## config.mk

```make
export PLATFORM = sky130hd
export DESIGN_NAME = fault_detection_manager
export DESIGN_NICKNAME = d
export VERILOG_FILES = /design/src/include/fault_mgr_pkg.sv /design/src/logic/fault_detection_manager.sv
export SDC_FILE = /design/constraint.sdc
export NUM_CORES = 1
export LEC_CHECK = 0
export BUFFER_PORTS_ARGS = -buffer_cell sky130_fd_sc_hd__clkbuf_2
export CORE_MARGIN = 10
export CORE_UTILIZATION = 35
export DETAILED_ROUTE_END_ITERATION = 16
export PLACE_DENSITY_LB_ADDON = 0.08
export SLEW_MARGIN = 20
export SYNTH_ARGS = -nofsm -noshare
export SYNTH_HDL_FRONTEND = slang
export SYNTH_SLANG_ARGS = --single-unit
```

## constraint.sdc

```tcl
create_clock -name pclk -period 3.65 [get_ports pclk]
set_clock_uncertainty 0.2 [all_clocks]
set_input_delay 0.365 -clock pclk [delete_from_list [all_inputs] [get_ports pclk]]
set_output_delay 0.365 -clock pclk [all_outputs]
set_load 0.1 [all_outputs]
```

## src/include/fault_mgr_pkg.sv

```systemverilog
// constants for the fault detection manager: register offsets, bit positions, codes
// assumes an apb slave with 32-bit aligned words and a 200 MHz pclk
package fault_mgr_pkg;
	localparam logic [7:0] ADDR_SUPPLY_STATUS   = 8'h00;
	localparam logic [7:0] ADDR_BUS_STATUS      = 8'h04;
	localparam logic [7:0] ADDR_SWITCH_STATUS   = 8'h08;
	localparam logic [7:0] ADDR_WATCHDOG_STATUS = 8'h0C;
	localparam logic [7:0] ADDR_SWITCH_CONTROL  = 8'h10;
	localparam logic [7:0] ADDR_MODE_CONTROL    = 8'h14;
	localparam logic [7:0] ADDR_IRQ_SOURCE      = 8'h18;
	localparam logic [7:0] ADDR_IRQ_STATUS      = 8'h1C;
	localparam logic [7:0] ADDR_IRQ_MASK        = 8'h20;
	localparam logic [7:0] ADDR_WD_CLEAR        = 8'h24;

	localparam int BIT_SUP_REG_OT  = 1;
	localparam int BIT_SUP_UV      = 2;
	localparam int BIT_SUP_OV      = 3;
	localparam int BIT_BUS_OT      = 1;
	localparam int BIT_BUS_TX_STUCK_DOMINANT_FLAG   = 2;
	localparam int BIT_BUS_RX_PIN_SHORT_FLAG = 3;
	localparam int BIT_SW1_CL      = 0;
	localparam int BIT_SW2_CL      = 2;
	localparam int BIT_WD_ERR      = 2;
	localparam int BIT_WD_TO       = 3;
	localparam int BIT_MODE_HIGH_VOLTAGE_SHUTDOWN_ENABLE   = 0;

	// interrupt status bits (sticky, write one to clear)
	localparam int IRQ_SUPPLY = 0;
	localparam int IRQ_BUS    = 1;
	localparam int IRQ_SWITCH = 2;

	localparam logic [3:0] CODE_SUPPLY = 4'h5;
	localparam logic [3:0] CODE_BUS    = 4'h4;
	localparam logic [3:0] CODE_SWITCH = 4'h2;
	localparam logic [3:0] CODE_NONE   = 4'h0;

	localparam logic [2:0] RESET_MASK = 3'h7;

	localparam longint CLK_HZ          = 200000000;
	localparam longint TX_STUCK_DOMINANT_FLAG_LIMIT_MS  = 1000;
	localparam longint TX_STUCK_DOMINANT_FLAG_CYCLES    = TX_STUCK_DOMINANT_FLAG_LIMIT_MS * CLK_HZ / 1000;
	localparam longint WD_PERIOD_MS    = 150;
	localparam longint WD_CYCLES       = WD_PERIOD_MS * CLK_HZ / 1000;
	localparam int     RST_PULSE_CYC   = 16;

	typedef enum logic [3:0] {
		MODE_RESET  = 4'h1,
		MODE_NREQ   = 4'h2,
		MODE_NORMAL = 4'h4,
		MODE_SLEEP  = 4'h8
	} op_mode_t;
endpackage : fault_mgr_pkg

```

## src/logic/fault_detection_manager.sv

```systemverilog
// fault detection manager: fault flags, corrective actions, interrupt source coding
// assumes fault inputs are analog comparator levels from outside the pclk domain
//
// Decided for this implementation: the APB register port and the register addresses.
`timescale 1ns/10ps
`default_nettype none

// Behaviour
// - regulator warm sets supply bit1, code 0101
// - regulator overheat: off, reset, then sleep
// - reset with vdd low, supply_undervoltage_flag clear: sleep
// - txd low too long: transmitter off, code 0100
// - bus driver overheat: transmitter off, flag
// - switch overheat: both off, code 0010
// - switch overheat sets all switch flags
// - switches stay off until control write
// - current limit flags follow condition live
// - watchdog expiry or early clear resets host
// - floating config pin: fallback timebase, error flag
// - interrupts only in normal, request, stop
// - masked source: line high, no flag
// - overvoltage switch shutdown only with enable
// - transmitter re-enables when clear, txd high
// - bus status read clears absent rx short
module fault_detection_manager #(
	parameter longint TX_STUCK_DOMINANT_FLAG_CYC = fault_mgr_pkg::TX_STUCK_DOMINANT_FLAG_CYCLES,
	parameter longint WD_CYC    = fault_mgr_pkg::WD_CYCLES
) (
	input  wire logic        pclk,
	input  wire logic        presetn,
	input  wire logic        psel,
	input  wire logic        penable,
	input  wire logic        pwrite,
	input  wire logic [7:0]  paddr,
	input  wire logic [31:0] pwdata,
	output logic      [31:0] prdata,
	output logic             pready,
	output logic             pslverr,
	input  wire logic        reg_ot_warn,
	input  wire logic        reg_ot_shutdown,
	input  wire logic        vdd_undervoltage,
	input  wire logic        supply_undervoltage,
	input  wire logic        supply_overvoltage,
	input  wire logic        txd_in,
	input  wire logic        rx_short,
	input  wire logic        bus_driver_ot,
	input  wire logic        switch_ot,
	input  wire logic        switch1_overcurrent,
	input  wire logic        switch2_overcurrent,
	input  wire logic        watchdog_config_pin_floating,
	input  wire logic        stop_mode,
	output logic             irq_n,
	output logic [3:0]       irq_code,
	output logic             host_reset_n,
	output logic             regulator_en,
	output logic             bus_tx_en,
	output logic [1:0]       switch_en,
	output logic             wd_fallback_timebase
);
	typedef logic [12:0] sync_t;
	sync_t s2_r;
	sync_t raw;
	assign raw = {stop_mode, watchdog_config_pin_floating, switch2_overcurrent,
		switch1_overcurrent, switch_ot, bus_driver_ot, rx_short, txd_in,
		supply_overvoltage, supply_undervoltage, vdd_undervoltage,
		reg_ot_shutdown, reg_ot_warn};
	sync_t meta_r;
	always_ff @(posedge pclk or negedge presetn)
		if (!presetn)
		begin
			// only txd_in idles high (recessive)
			meta_r <= 13'h0020;
			s2_r   <= 13'h0020;
		end
		else
		begin
			meta_r <= raw;
			s2_r   <= meta_r;
		end

	wire i_warn  = s2_r[0];
	wire i_shut  = s2_r[1];
	wire i_vddlo = s2_r[2];
	wire i_suvlo = s2_r[3];
	wire i_ov    = s2_r[4];
	wire i_txd   = s2_r[5];
	wire i_rxs   = s2_r[6];
	wire i_bot   = s2_r[7];
	wire i_sot   = s2_r[8];
	wire i_oc1   = s2_r[9];
	wire i_oc2   = s2_r[10];
	wire i_wdflt = s2_r[11];
	wire i_stop  = s2_r[12];

	fault_mgr_pkg::op_mode_t mode_r, mode_nxt;
	logic [31:0] rst_cnt_r;
	logic        shut_seq_r;
	logic [63:0] wd_cnt_r, txd_cnt_r;
	logic        tx_stuck_dominant_flag_r, rxs_r, bot_r, suv_r, sov_r, watchdog_timeout_flag_r, watchdog_error_flag_r;
	logic        high_voltage_shutdown_enable_r, sw_lock_r;
	logic        tx_off_r;
	logic [1:0]  sw_ctl_r;
	logic [2:0]  irq_stat_r, irq_mask_r;

	wire apb_acc = psel && penable;
	wire wr      = apb_acc && pwrite;
	wire rd      = apb_acc && !pwrite;
	wire wr_sw   = wr && (paddr == fault_mgr_pkg::ADDR_SWITCH_CONTROL);
	wire wr_mode = wr && (paddr == fault_mgr_pkg::ADDR_MODE_CONTROL);
	wire wr_ist  = wr && (paddr == fault_mgr_pkg::ADDR_IRQ_STATUS);
	wire wr_msk  = wr && (paddr == fault_mgr_pkg::ADDR_IRQ_MASK);
	wire wr_wd   = wr && (paddr == fault_mgr_pkg::ADDR_WD_CLEAR);
	wire rd_bus  = rd && (paddr == fault_mgr_pkg::ADDR_BUS_STATUS);
	wire mapped  = (paddr <= fault_mgr_pkg::ADDR_WD_CLEAR) && (paddr[1:0] == 2'b00);

	wire irq_ok    = (mode_r == fault_mgr_pkg::MODE_NORMAL)
		|| (mode_r == fault_mgr_pkg::MODE_NREQ) || i_stop;
	wire normal    = mode_r == fault_mgr_pkg::MODE_NORMAL;
	wire lin_mode  = normal || (mode_r == fault_mgr_pkg::MODE_NREQ);
	wire wd_half   = wd_cnt_r >= (WD_CYC / 2);
	wire wd_fault  = normal && ((wd_cnt_r >= WD_CYC - 1) || (wr_wd && !wd_half));
	wire txd_stuck = lin_mode && !i_txd && (txd_cnt_r >= TX_STUCK_DOMINANT_FLAG_CYC - 1);
	wire tx_hit    = txd_stuck || i_bot || i_rxs;
	wire tx_clear  = i_txd && !i_bot && !i_rxs;
	wire bus_fault = tx_off_r || i_bot || i_rxs;
	wire sw_kill   = i_sot || (normal && i_ov && high_voltage_shutdown_enable_r);

	wire [2:0] ev = {i_sot, txd_stuck || i_bot || (i_rxs && !rxs_r),
		i_warn || i_suvlo || i_ov};
	wire [2:0] ev_set = ev & irq_mask_r & {3{irq_ok}};
	wire [2:0] ist_nxt = (irq_stat_r & ~(wr_ist ? pwdata[2:0] : 3'h0)) | ev_set;

	always_comb
	begin
		mode_nxt = mode_r;
		case (mode_r)
			fault_mgr_pkg::MODE_RESET:
				if (i_vddlo && !i_suvlo)
					mode_nxt = fault_mgr_pkg::MODE_SLEEP;
				else if (rst_cnt_r >= fault_mgr_pkg::RST_PULSE_CYC)
					mode_nxt = shut_seq_r ? fault_mgr_pkg::MODE_SLEEP : fault_mgr_pkg::MODE_NREQ;
			fault_mgr_pkg::MODE_NREQ:
				if (wr_mode && pwdata[1])
					mode_nxt = fault_mgr_pkg::MODE_NORMAL;
			fault_mgr_pkg::MODE_NORMAL:
				if (wd_fault)
					mode_nxt = fault_mgr_pkg::MODE_RESET;
			fault_mgr_pkg::MODE_SLEEP:
				mode_nxt = fault_mgr_pkg::MODE_SLEEP;
			default:
				mode_nxt = fault_mgr_pkg::MODE_RESET;
		endcase
		if (i_shut && mode_r != fault_mgr_pkg::MODE_SLEEP)
			mode_nxt = fault_mgr_pkg::MODE_RESET;
	end

	always_ff @(posedge pclk or negedge presetn)
		if (!presetn)
		begin
			mode_r     <= fault_mgr_pkg::MODE_RESET;
			rst_cnt_r  <= 32'h0;
			shut_seq_r <= 1'b0;
		end
		else
		begin
			mode_r     <= mode_nxt;
			rst_cnt_r  <= (mode_r == fault_mgr_pkg::MODE_RESET) ? rst_cnt_r + 32'h1 : 32'h0;
			shut_seq_r <= shut_seq_r || i_shut;
		end

	always_ff @(posedge pclk or negedge presetn)
		if (!presetn)
		begin
			wd_cnt_r  <= 64'h0;
			txd_cnt_r <= 64'h0;
			watchdog_timeout_flag_r    <= 1'b0;
			watchdog_error_flag_r   <= 1'b0;
		end
		else
		begin
			wd_cnt_r  <= (!normal || wr_wd) ? 64'h0 : wd_cnt_r + 64'h1;
			txd_cnt_r <= (i_txd || !lin_mode) ? 64'h0 : txd_cnt_r + 64'h1;
			watchdog_timeout_flag_r    <= watchdog_timeout_flag_r || wd_fault;
			watchdog_error_flag_r   <= i_wdflt;
		end

	always_ff @(posedge pclk or negedge presetn)
		if (!presetn)
		begin
			tx_stuck_dominant_flag_r <= 1'b0;
			rxs_r   <= 1'b0;
			bot_r   <= 1'b0;
			tx_off_r <= 1'b0;
		end
		else
		begin
			tx_stuck_dominant_flag_r <= txd_stuck || (tx_stuck_dominant_flag_r && !(i_txd && rd_bus));
			rxs_r   <= i_rxs || (rxs_r && !rd_bus);
			bot_r   <= i_bot;
			// shutdown latch is separate from the read-cleared flags
			tx_off_r <= tx_hit || (tx_off_r && !tx_clear);
		end

	always_ff @(posedge pclk or negedge presetn)
		if (!presetn)
		begin
			suv_r      <= 1'b0;
			sov_r      <= 1'b0;
			high_voltage_shutdown_enable_r     <= 1'b0;
			sw_ctl_r   <= 2'b00;
			sw_lock_r  <= 1'b0;
			irq_stat_r <= 3'h0;
			irq_mask_r <= fault_mgr_pkg::RESET_MASK;
		end
		else
		begin
			suv_r      <= i_suvlo;
			sov_r      <= i_ov;
			high_voltage_shutdown_enable_r     <= wr_mode ? pwdata[fault_mgr_pkg::BIT_MODE_HIGH_VOLTAGE_SHUTDOWN_ENABLE] : high_voltage_shutdown_enable_r;
			sw_ctl_r   <= wr_sw ? pwdata[1:0] : sw_ctl_r;
			sw_lock_r  <= sw_kill || (sw_lock_r && !wr_sw);
			irq_stat_r <= ist_nxt;
			irq_mask_r <= wr_msk ? pwdata[2:0] : irq_mask_r;
		end

	wire [31:0] sup_word = {28'h0, sov_r, suv_r, i_warn, 1'b0};
	wire [31:0] bus_word = {28'h0, rxs_r, tx_stuck_dominant_flag_r, bot_r, 1'b0};
	wire [31:0] sw_word  = i_sot ? 32'h0000000F
		: {28'h0, 1'b0, i_oc2, 1'b0, i_oc1};
	wire [31:0] wd_word  = {28'h0, watchdog_timeout_flag_r, watchdog_error_flag_r, 2'b00};
	wire [3:0]  code     = irq_stat_r[fault_mgr_pkg::IRQ_SUPPLY] ? fault_mgr_pkg::CODE_SUPPLY
		: irq_stat_r[fault_mgr_pkg::IRQ_BUS] ? fault_mgr_pkg::CODE_BUS
		: irq_stat_r[fault_mgr_pkg::IRQ_SWITCH] ? fault_mgr_pkg::CODE_SWITCH
		: fault_mgr_pkg::CODE_NONE;

	wire [31:0] rd_mux =
		(paddr == fault_mgr_pkg::ADDR_SUPPLY_STATUS)   ? sup_word :
		(paddr == fault_mgr_pkg::ADDR_BUS_STATUS)      ? bus_word :
		(paddr == fault_mgr_pkg::ADDR_SWITCH_STATUS)   ? sw_word :
		(paddr == fault_mgr_pkg::ADDR_WATCHDOG_STATUS) ? wd_word :
		(paddr == fault_mgr_pkg::ADDR_SWITCH_CONTROL)  ? {30'h0, sw_ctl_r} :
		(paddr == fault_mgr_pkg::ADDR_MODE_CONTROL)    ? {31'h0, high_voltage_shutdown_enable_r} :
		(paddr == fault_mgr_pkg::ADDR_IRQ_SOURCE)      ? {28'h0, code} :
		(paddr == fault_mgr_pkg::ADDR_IRQ_STATUS)      ? {29'h0, irq_stat_r} :
		(paddr == fault_mgr_pkg::ADDR_IRQ_MASK)        ? {29'h0, irq_mask_r} : 32'h0;

	assign prdata  = rd_mux;
	assign pready  = 1'b1;
	assign pslverr = apb_acc && !mapped;

	assign irq_n        = ~|(irq_stat_r & irq_mask_r);
	assign irq_code     = code;
	assign host_reset_n = (mode_r != fault_mgr_pkg::MODE_RESET);
	assign regulator_en = !shut_seq_r && (mode_r != fault_mgr_pkg::MODE_SLEEP);
	assign bus_tx_en    = lin_mode && !bus_fault;
	assign switch_en    = (sw_lock_r || i_sot) ? 2'b00 : sw_ctl_r;
	assign wd_fallback_timebase = watchdog_error_flag_r;
endmodule : fault_detection_manager

`default_nettype wire

```

# After elaboration in Yosys (flattened, before gate mapping)

Cells that the tools add are included.

Bits in registers: 209
Output and inout bits: 45

Bitwise operators: 6
Muxes and demuxes: 25
Reduce and logical (&&, ||, !) cells: 71
Order comparisons: 5
Eq/ne operators: 18
Add/subtract/negate cells: 3

Operator list:

| kind                                                  | count |
|---|---|
| adder 64 x 1 -> 64 bit, second input constant         | 2 |
| two-way mux 64 bit                                    | 2 |
| >= comparator 64 x 24 -> 1 bit, second input constant | 1 |
| >= comparator 64 x 25 -> 1 bit, second input constant | 1 |
| >= comparator 64 x 28 -> 1 bit, second input constant | 1 |
| two-way mux 4 bit                                     | 11 |
| adder 32 x 1 -> 32 bit, second input constant         | 1 |
| == test 8 x 5 -> 1 bit, second input constant         | 4 |
| >= comparator 32 x 5 -> 1 bit, second input constant  | 1 |
| two-way mux 32 bit                                    | 1 |
| logical AND 1 bit                                     | 30 |
| two-way mux 3 bit                                     | 8 |
| logical OR 1 bit                                      | 20 |
| zero test 1 bit                                       | 17 |
| == test 8 x 4 -> 1 bit, second input constant         | 2 |
| == test 8 x 6 -> 1 bit, second input constant         | 2 |
| one-hot mux 4 bit (4 select lines)                    | 1 |
| AND 3 bit                                             | 4 |
| == test 8 x 3 -> 1 bit, second input constant         | 1 |
| <= comparator 8 x 6 -> 1 bit, second input constant   | 1 |
| zero test 8 bit                                       | 1 |
| != test 4 bit, second input constant                  | 2 |
| != test 3 x 1 -> 1 bit, second input constant         | 2 |
| == test 4 x 1 -> 1 bit, second input constant         | 1 |
| other kinds (10)                                      | 11 |

# Longest topological paths before layout

Gate-level depths: netlist of the first run.

Depth after elaboration: 10
Gate-level depth with buffers: 9
Depth with buffers taken out: 6

# Worst setup path after synthesis of the first run

OpenSTA, ideal clock, no wires.

Path type: register to output
Start point: reg irq_stat_r[0]
End point: out prdata[1]
Buffers on the path: 0
Setup slack: -1.590 ns
Data required time: 3.085 ns
Arrival time: 4.675 ns
Cell stages (with the launch flop): 6
Path through: dfrtp_1 nor3b_1 mux2i_1 nor2b_1 o21ai_0 a32oi_1

Cells in the longest elaborated chain, start to end: 8

RTL lines:

| what                     | RTL line                       | text |
|---|---|---|
| start: declaration       | fault_detection_manager.sv:103 | `logic [2:0] irq_stat_r, irq_mask_r;` |
| start signal: assignment | fault_detection_manager.sv:222 | `irq_stat_r <= ist_nxt;` |
| two-way mux 3 bit        | fault_detection_manager.sv:231 | `wire [3:0] code = irq_stat_r[fault_mgr_pkg::IRQ_SUPPLY] ? fault_mgr_pkg::CODE_SUPPLY` |
| via irq_code[1]          | fault_detection_manager.sv:53  | `output logic [3:0] irq_code,` |
| two-way mux 3 bit        | fault_detection_manager.sv:243 | `(paddr == fault_mgr_pkg::ADDR_IRQ_SOURCE) ? {28'h0, code} :` |
| two-way mux 3 bit        | fault_detection_manager.sv:242 | `(paddr == fault_mgr_pkg::ADDR_MODE_CONTROL) ? {31'h0, high_voltage_shutdown_enable_r} :` |
| two-way mux 3 bit        | fault_detection_manager.sv:241 | `(paddr == fault_mgr_pkg::ADDR_SWITCH_CONTROL) ? {30'h0, sw_ctl_r} :` |
| two-way mux 4 bit        | fault_detection_manager.sv:240 | `(paddr == fault_mgr_pkg::ADDR_WATCHDOG_STATUS) ? wd_word :` |
| two-way mux 4 bit        | fault_detection_manager.sv:239 | `(paddr == fault_mgr_pkg::ADDR_SWITCH_STATUS) ? sw_word :` |
| two-way mux 4 bit        | fault_detection_manager.sv:238 | `(paddr == fault_mgr_pkg::ADDR_BUS_STATUS) ? bus_word :` |
| two-way mux 4 bit        | fault_detection_manager.sv:237 | `(paddr == fault_mgr_pkg::ADDR_SUPPLY_STATUS) ? sup_word :` |
| end: declaration         | fault_detection_manager.sv:36  | `output logic [31:0] prdata,` |

The timed path passes the listed nets, and every way through them passes these cells.

# Worst setup path after layout of the first run

Start point: in paddr[3]
End point: out prdata[1]

Cells in the longest elaborated chain, start to end: 10

RTL lines:

| what                   | RTL line                       | text |
|---|---|---|
| start: declaration     | fault_detection_manager.sv:34  | `input wire logic [7:0] paddr,` |
| == test 8 x 6 -> 1 bit | fault_detection_manager.sv:245 | `(paddr == fault_mgr_pkg::ADDR_IRQ_MASK) ? {29'h0, irq_mask_r} : 32'h0;` |
| two-way mux 3 bit      | fault_detection_manager.sv:245 |  |
| two-way mux 3 bit      | fault_detection_manager.sv:244 | `(paddr == fault_mgr_pkg::ADDR_IRQ_STATUS) ? {29'h0, irq_stat_r} :` |
| two-way mux 3 bit      | fault_detection_manager.sv:243 |  |
| two-way mux 3 bit      | fault_detection_manager.sv:242 |  |
| two-way mux 3 bit      | fault_detection_manager.sv:241 |  |
| two-way mux 4 bit      | fault_detection_manager.sv:240 |  |
| two-way mux 4 bit      | fault_detection_manager.sv:239 |  |
| two-way mux 4 bit      | fault_detection_manager.sv:238 |  |
| two-way mux 4 bit *    | fault_detection_manager.sv:237 |  |

Mark *: on every way between the ends. The rest lies on a longest branch, timed or not.

==> flow_summary.yaml, run 1 <==
clock_network:
  clkSinkCount: 209
  cts-root-buf: "clkbuf_16"
  post_cts.repair.setup_buffers: 0
  cts_tree: "built"
  cts_buffers: 26
  ctsResizeCount: 0
  worst_skew_pair.late_latency_ps: 530
  clk_path_buf_depth: 3
  cts-htree-levels: 1
  cts.clk_slew.worst_paths_ps: 60
  cts_hold_buf: 17
drt:
  firstDrtPassIters: 5
  antenna_left: 0
  num_vias: 8604
  drc_errors: 0
  wl_per_cell_um: 16.85
  vias_per_cell: 5.354
  drt-initial-drc-count: 537
  finalWirelength_mm: 27.09
sta:
  fin_crit_ps: 3087
  post-route-period-util_pct: 84.58
  max_slew_margin_pct: 43.57
  grt_setup_unrepaired: "no"
  final_hold_viol_count: 0
  worst_slew_pin_slew_ps: 846.5
  worst_slack_ps: 562.8
  setup_violations: 0
  slew_viol_final: 0
  timing.fmax_mhz: 323.9
floorplan:
  dieArea_mm2: 0.03804
  coreArea_mm2: 0.03043
  row_count: 64
  die_w_um: 195.0
  dieHeight_um: 195.0
  start_util_pct: 35.24
  io_pins: 103
worst_setup_path:
  r2r_slack_ps: 670
  worst-path-max-fanout: 14
  cp.required_ps: 3080
  cp-start-kind: "primary input"
  worstPathArrival_ps: 2520
  crit_type: "in -> out"
  crit_path_end_kind: "primary output"
final_layout:
  regArea_mm2: 0.005238
  stdcell_area_mm2: 0.01240
  drive_gt1_share_pct: 11.73
  fillCellCount: 3061
  final_common_cell: "dfrtp_1"
  syn2layout_area_growth_pct: 15.66
  multi_input_comb_area_mm2: 0.005120
  final_cell_mix: "dfrtp_1, nor2_1, nand2_1"
  final_net_count: 1256
  antenna_cells: 0
synth:
  ys_seq_area_share_pct: 48.84
  synth_area_mm2: 0.01072
  synthTopCellsByArea: "dfrtp_1, xor2_1, nor2_1"
  synth_edf_count: 0
  synth_top_area_share_pct: 47.37
  yosys_register_bits: 209
  synthCells: 1135
  synth_largest_area_cell: "dfrtp_1"
  ys_types: 60
  async_flop_share_pct: 100.0
  synth_ff_type: "dfrtp_1"
  synth_area_per_cell_um2: 9.448
  ys_warn_count: 0
global_routing:
  grt_max_degree: 105
  grt_first_pass_wirelength_mm: 45.33
  grt_antenna_before_repair: 0
  overflow: 0
  grt_pass1_vias: 8313
  grtUsageTotal_pct: 14.04
place:
  portBuffers: 43
  preCtsSetupSlack_ps: 582.5
  placed_cell_area_mm2: 0.01134
  gp_congestion: 0.8323
  hpwl_mm: 18.25
outcome:
  outcome: "finished, final reports clean"
worst_hold_path:
  hp-class: "in -> reg"
power:
  ir_drop_v: 0.0003120
  p_per_area_mw_per_mm2: 451.8
  p_leak_uw: 0.004796
flow_run:
  drv_cap: 0
-- worst paths after layout --
kind | from | depth (start not counted) | to
max reg2reg | wd_cnt_r[45]$_DFF_PN0_ | 5 | wd_cnt_r[57]$_DFF_PN0_
min | pwrite | 4 | rxs_r$_DFF_PN0_
max in group asynchronous | presetn | 3 | s2_r[5]$_DFF_PN1_
min reg2reg | meta_r[0]$_DFF_PN0_ | 0 | s2_r[0]$_DFF_PN0_
min in group asynchronous | presetn | 2 | rst_cnt_r[3]$_DFF_PN0_
max | paddr[3] | 7 | prdata[1]
-- sequential cells by signal, summed over array words and instances (netlist names), 3 cells and up --
signal,flops
meta_r,13
txd_cnt_r,64
rst_cnt_r,32
wd_cnt_r,64
irq_mask_r,3
irq_stat_r,3
s2_r,13
mode_r,4
-- per-layer routing --
layer  GRT usage, %  wire [um]  up-vias  part of all wire (%)
li1               -          -     4232                     -
met1          20.77      13920     4228                    51
met2          21.08      11820      106                    44
met3          2.107        806       38                   3.0
met4          3.111        540        0                   2.0
met5              0          0        -                     0
-- kinds of logic after synthesis --
| group | Yosys count | share of synthesized area [%] |
|---|---|---|
| XOR/XNOR | 81 | 6.615 |
| AND/OR/NAND/NOR | 538 | 27.39 |
| adder cells (fa/ha/maj) | 5 | 0.5834 |
| multiplexers | 10 | 1.003 |
| AO/OA/AOI/OAI | 192 | 10.78 |
| flip-flops | 209 | 48.84 |
| buffers and inverters | 98 | 4.713 |
| other | 2 | 0.07003 |
-- where the power goes --
part           switching [uW]  internal, uW
clock                    1000          1660
combinational             419          98.4
sequential               51.6          2370
total                    1470          4130
-- worst max-delay path, cell delays in order --
cell,delay [ps]
clkbuf_2,230
or4_1,690
nor2_1,260
a21oi_1,90
or3_1,320
a32oi_2,230
buf_4,330
-- metrics by stage --
step	utilization [%]	std cells	hold WS, ps	power [uW]	TNS, ps
2_1_floorplan	-	1163	-130.6	2848	-2.455
3_3_place_gp	37.25	1544	132.4	2977	0
3_5_place_dp	37.25	1544	137.0	2977	0
4_1_cts	40.76	1607	8.886	5697	0
5_1_grt	40.76	1607	45.06	5843	0
6_report	40.76	1607	23.35	5604	0
-- final cells by class --
cell class	count	area share, %
clock inverter	6	0.6658
sequential	209	42.23
timing repair buffer	78	4.600
inverter	22	0.6658
clock buffer	40	6.567
tap	396	3.995
multi-input combinational	856	41.28
-- cells in the mapped netlist (3+ instances only) --
library cell,number
xor2_1,63
a21oi_1,78
buf_4,31
xnor2_1,18
nand2b_1,5
nor2_1,119
o21ai_0,41
and2_1,3
and4_1,14
nor2b_1,7
mux2_2,6
ha_1,5
nor4_1,37
nand3_1,61
nor3b_1,5
nand4_1,56
nand2_1,83
dfstp_2,6
mux2i_1,4
or4_1,50
clkbuf_1,40
dfrtp_1,203
and3_1,20
nor3_1,15
inv_1,22
a31oi_1,5
o31ai_1,46
or3_1,37
or4b_2,3
or2_2,10
No activity file was read; power rests on OpenSTA's default activity.
==> run 2: changes to the inputs <==
==> constraint.sdc (replaced) <==
create_clock -name pclk -period 3.2 [get_ports pclk]
set_clock_uncertainty 0.2 [all_clocks]
set_input_delay 0.32 -clock pclk [delete_from_list [all_inputs] [get_ports pclk]]
set_output_delay 0.32 -clock pclk [all_outputs]
set_load 0.1 [all_outputs]
==> run 2 against run 1 <==
Utilization is 0.72 points higher; largest cell class unchanged; sequential cell count stayed put; critical endpoint is now wd_cnt_r[59]$_DFF_PN0_; worst setup slack worse by 340 ps; total power is 19% higher.
==> flow_summary.yaml, run 2 (synthesis results as in run 1) <==
worst_setup_path:
  r2r_slack_ps: 230
  crit_type: "reg -> reg"
  crit_path_end_kind: "register"
  worstPathArrival_ps: 3220
  reg2reg_from: "wd_cnt_r[46]$_DFF_PN0_"
  cp-start-kind: "register"
  rr_worst_depth: 5
  crit_path_start: "wd_cnt_r[46]$_DFF_PN0_"
  worst-path-max-fanout: 16
  crit_end: "wd_cnt_r[59]$_DFF_PN0_"
  r2r-end: "wd_cnt_r[59]$_DFF_PN0_"
  cp.required_ps: 3440
drt:
  antenna_left: 0
  firstDrtPassIters: 5
  num_vias: 8683
  vias_per_cell: 5.353
  finalWirelength_mm: 26.95
  drc_errors: 0
  wl_per_cell_um: 16.62
  drt-initial-drc-count: 541
worst_hold_path:
  worst_hold_path.num_cells: 5
  hp-start: "penable"
  hp-class: "in -> reg"
sta:
  slew_viol_final: 0
  grt_setup_unrepaired: "no"
  post-route-period-util_pct: 92.96
  final_hold_viol_count: 0
  worst_slack_ps: 225.1
  setup_violations: 0
  timing.hold.ws_ps: 79.52
  max_slew_margin_pct: 54.06
  timing.fmax_mhz: 336.2
  fin_crit_ps: 2975
  worst_slew_pin_slew_ps: 686.5
place:
  preCtsSetupSlack_ps: 229.9
  dp_cells: 1556
  gp_congestion: 0.7932
  hpwl_mm: 18.17
  portBuffers: 43
  placed_cell_area_mm2: 0.01145
floorplan:
  die_w_um: 195.0
  row_count: 64
  start_util_pct: 35.24
  coreArea_mm2: 0.03043
  dieArea_mm2: 0.03804
  dieHeight_um: 195.0
  io_pins: 103
global_routing:
  grt_antenna_before_repair: 0
  grt_max_degree: 65
  grtUsageTotal_pct: 13.98
  overflow: 0
  grt_pass1_vias: 8708
  grt_first_pass_wirelength_mm: 45.78
clock_network:
  cts_buffers: 26
  cts-root-buf: "clkbuf_16"
  worst_skew_pair.late_latency_ps: 540
  clk_path_buf_depth: 3
  clkSinkCount: 209
  ctsResizeCount: 0
  cts.clk_slew.worst_paths_ps: 60
  cts-htree-levels: 1
  cts_tree: "built"
final_layout:
  syn2layout_area_growth_pct: 17.71
  antenna_cells: 0
  fillCellCount: 3011
  final_cell_mix: "dfrtp_1, nor2_1, nand2_1"
  final_common_cell: "dfrtp_1"
  stdcell_area_mm2: 0.01262
  final_net_count: 1269
  top_regs: "txd_cnt_r: 64 flops, wd_cnt_r: 64 flops, rst_cnt_r: 32 flops"
  drive_gt1_share_pct: 13.38
  stdcell_count: 1622
outcome:
  outcome: "finished, final reports clean"
power:
  finalPower_uw: 6687
  p_leak_uw: 0.004900
  ir_drop_v: 0.0003579
  p_per_area_mw_per_mm2: 529.7
flow_run:
  drv_cap: 0
==> run 2: cell count changes in the layout (fill, tap and decap cells not counted), sizes merged <==
cell,delta
clkinv,+3
clkbuf,-7
clkinvlp,+1
buf,+13
bufinv,+4
dlygate4sd3,+1
==> run 2: area by class of cell <==
type | count | area [um^2] | area share, %
Multi-Input combinational cell | 856 | 5140 | 40.72
Inverter | 22 | 82.58 | 0.6542
Timing Repair Buffer | 91 | 673.1 | 5.333
Sequential cell | 209 | 5238 | 41.49
Tap cell | 396 | 495.5 | 3.925
Clock buffer | 34 | 750.7 | 5.947
Clock inverter | 14 | 244.0 | 1.933
==> run 2: worst min path at each step <==
stage,to,slack (ps)
after global routing,rxs_r$_DFF_PN0_,110
after global placement,rst_cnt_r[28]$_DFF_PN0_,110
after detailed placement,rst_cnt_r[28]$_DFF_PN0_,110
after CTS,rxs_r$_DFF_PN0_,40
after floorplan,bot_r$_DFF_PN0_,-180
final,rxs_r$_DFF_PN0_,80
==> run 2: critical path, cell delays in order, from the launching register on <==
cell,delay (ps)
dfrtp_1,430
nand4_2,170
or4_4,550
or4_1,800
or4_1,580
a21oi_1,160
==> run 2: report_power, final <==
part	leakage, uW	switching, uW	internal [uW]
Clock	0.000484	1190	2140
Sequential	0.00280	60.5	2700
Combinational	0.00162	477	114
==> run 2: routing by layer <==
layer	part of all wire [%]	wire length, um	global-route usage [%]
met1	51	13800	20.24
met2	44	11770	21.51
met3	3.3	889	2.175
met4	1.8	493	2.969
met5	0	0	0
==> run 2: what timing repair did <==
action,in CTS,in global routing
setup buffers,0,0
endpoints found under the hold margin,85,0
endpoints found under the setup margin,0,0
hold buffers,18,0
==> run 2: through the flow <==
stage | util [%] | setup TNS, ps
2_1_floorplan | - | -512.9
3_3_place_gp | 37.62 | 0
3_5_place_dp | 37.62 | 0
4_1_cts | 41.48 | 0
5_1_grt | 41.48 | 0
6_report | 41.48 | 0
==> run 3: changes to the inputs <==
==> constraint.sdc (replaced) <==
create_clock -name pclk -period 3.6 [get_ports pclk]
set_clock_uncertainty 0.2 [all_clocks]
set_input_delay 0.36 -clock pclk [delete_from_list [all_inputs] [get_ports pclk]]
set_output_delay 0.36 -clock pclk [all_outputs]
set_load 0.1 [all_outputs]
==> run 3 against run 2 <==
Final cell count shrank 0.74%; worst setup slack gained 350 ps; global-route usage grew 0.062 points; hold slack lost 55 ps; total power shrank 16%; largest cell class unchanged.
==> flow_summary.yaml, run 3 (synthesis results as in run 1) <==
final_layout:
  antenna_cells: 0
  regArea_mm2: 0.005238
  final_cell_mix: "dfrtp_1, nor2_1, nand2_1"
  stdcell_count: 1610
  drive_gt1_share_pct: 11.86
  final_util_pct: 40.76
  multi_input_comb_area_mm2: 0.005120
  final_net_count: 1257
  final_common_cell: "dfrtp_1"
  syn2layout_area_growth_pct: 15.65
  fillCellCount: 3064
  top_regs: "txd_cnt_r: 64 flops, wd_cnt_r: 64 flops, rst_cnt_r: 32 flops"
worst_setup_path:
  r2r_slack_ps: 580
  crit_slowest_cell: "or4_1"
  cp.required_ps: 3860
  worstPathArrival_ps: 3280
  cp-start-kind: "register"
  critical_path.max_stage_delay_ps: 810
  crit_type: "reg -> reg"
  rr_worst_depth: 5
  path_cells: "nand4_2 > or4_4 > or4_1 > or4_1 > a21oi_1"
  worst-path-max-fanout: 16
  path_common_cell: "or4_1"
  crit_path_end_kind: "register"
sta:
  post-route-period-util_pct: 83.90
  timing.hold.ws_ps: 24.88
  worst_slew_pin_slew_ps: 913.5
  slew_viol_final: 0
  final_hold_viol_count: 0
  max_slew_margin_pct: 39.10
  setup_violations: 0
  fin_tns_setup_ps: 0
  timing.fmax_mhz: 331.1
  grt_setup_unrepaired: "no"
  fin_crit_ps: 3020
power:
  p_int_uw: 4149
  swShare_pct: 26.42
  p_leak_uw: 0.004806
  p_comb_share_pct: 9.3
  p_sw_uw: 1490
  power_frac_seq_pct: 43.6
  p_per_area_mw_per_mm2: 454.7
  pwr-share-clk_pct: 47.1
  ir_drop_v: 0.0003929
place:
  dp_cells: 1544
  hpwl_mm: 17.98
  portBuffers: 43
  gp_congestion: 0.7773
global_routing:
  grt_pass1_vias: 8566
  grt_max_degree: 77
  grt_first_pass_wirelength_mm: 45.97
  grtUsageTotal_pct: 14.04
  grt_antenna_before_repair: 0
  overflow: 0
worst_hold_path:
  hp-class: "in -> reg"
  worst_hold_path.num_cells: 4
clock_network:
  clk_path_buf_depth: 3
  worst_skew_pair.late_latency_ps: 530
  cts-root-buf: "clkbuf_16"
  cts_buffers: 27
  cts.clk_slew.worst_paths_ps: 60
  cts_tree: "built"
  post_cts.repair.setup_buffers: 0
  ctsResizeCount: 0
  cts-htree-levels: 1
  clkSinkCount: 209
floorplan:
  start_util_pct: 35.24
  die_w_um: 195.0
  io_pins: 103
  coreArea_mm2: 0.03043
  dieArea_mm2: 0.03804
  row_count: 64
  dieHeight_um: 195.0
drt:
  wl_per_cell_um: 16.70
  vias_per_cell: 5.330
  num_vias: 8582
  drc_errors: 0
  drt-initial-drc-count: 570
  antenna_left: 0
  finalWirelength_mm: 26.88
  firstDrtPassIters: 5
outcome:
  outcome: "finished, final reports clean"
flow_run:
  drv_cap: 0
==> run 3: changes by cell type in the layout (fill, tap and decap cells not counted), moves of 3 or more <==
cell,before,now
clkbuf_8,7,10
bufinv_16,6,1
buf_4,29,16
clkbuf_1,1,5
==> run 3: final cells by class <==
cell class                 count  area share [%]
sequential                   209           42.23
multi-input combinational    856           41.28
inverter                      22          0.6659
tap                          396           3.995
clock buffer                  42           6.709
timing repair buffer          78           4.600
clock inverter                 7          0.5145
==> run 3: what timing repair did <==
| action | 4_1_cts | 5_1_grt |
|---|---|---|
| setup endpoints to repair | 0 | 0 |
| hold buffers | 17 | 0 |
| endpoints found under the hold margin | 91 | 0 |
==> run 3: final timing paths <==
kind,end,from
setup / recovery,wd_cnt_r[63]$_DFF_PN0_,wd_cnt_r[45]$_DFF_PN0_
hold / removal,rxs_r$_DFF_PN0_,pwrite
setup reg to reg,wd_cnt_r[63]$_DFF_PN0_,wd_cnt_r[45]$_DFF_PN0_
hold reg to reg,wd_fallback_timebase$_DFF_PN0_,s2_r[11]$_DFF_PN0_
max in group asynchronous,wd_cnt_r[27]$_DFF_PN0_,presetn
min in group asynchronous,rst_cnt_r[28]$_DFF_PN0_,presetn
==> run 3: power by group through the flow <==
| stage | registers, uW | clock network (uW) | logic [uW] |
|---|---|---|---|
| final | 2460 | 2660 | 522 |
| after global routing | 2470 | 2840 | 573 |
| after CTS | 2460 | 2750 | 532 |
| after detailed placement | 2500 | 0 | 515 |
| after global placement | 2500 | 0 | 518 |
| after floorplan | 2480 | 0 | 403 |
==> run 3: per-stage QoR <==
| step | worst slack, ps | cell area (um^2) | total power, uW |
|---|---|---|---|
| 2_1_floorplan | -47.45 | 10850 | 2887 |
| 3_3_place_gp | 596.5 | 11340 | 3016 |
| 3_5_place_dp | 582.1 | 11340 | 3013 |
| 4_1_cts | 582.6 | 12400 | 5739 |
| 5_1_grt | 391.4 | 12400 | 5886 |
| 6_report | 579.7 | 12400 | 5639 |
==> run 3: critical path, delay by kind of cell, from the launching register on <==
kind,cells,cell delay (ps)
AO/OA/AOI/OAI,1,160
flip-flops,1,450
AND/OR/NAND/NOR,4,2140
==> run 3: routing by layer <==
layer | wire (um) | global-route usage (%)
met1 | 13720 | 20.88
met3 | 940 | 2.158
met2 | 11740 | 20.95
met4 | 486 | 3.054
met5 | 0 | 0
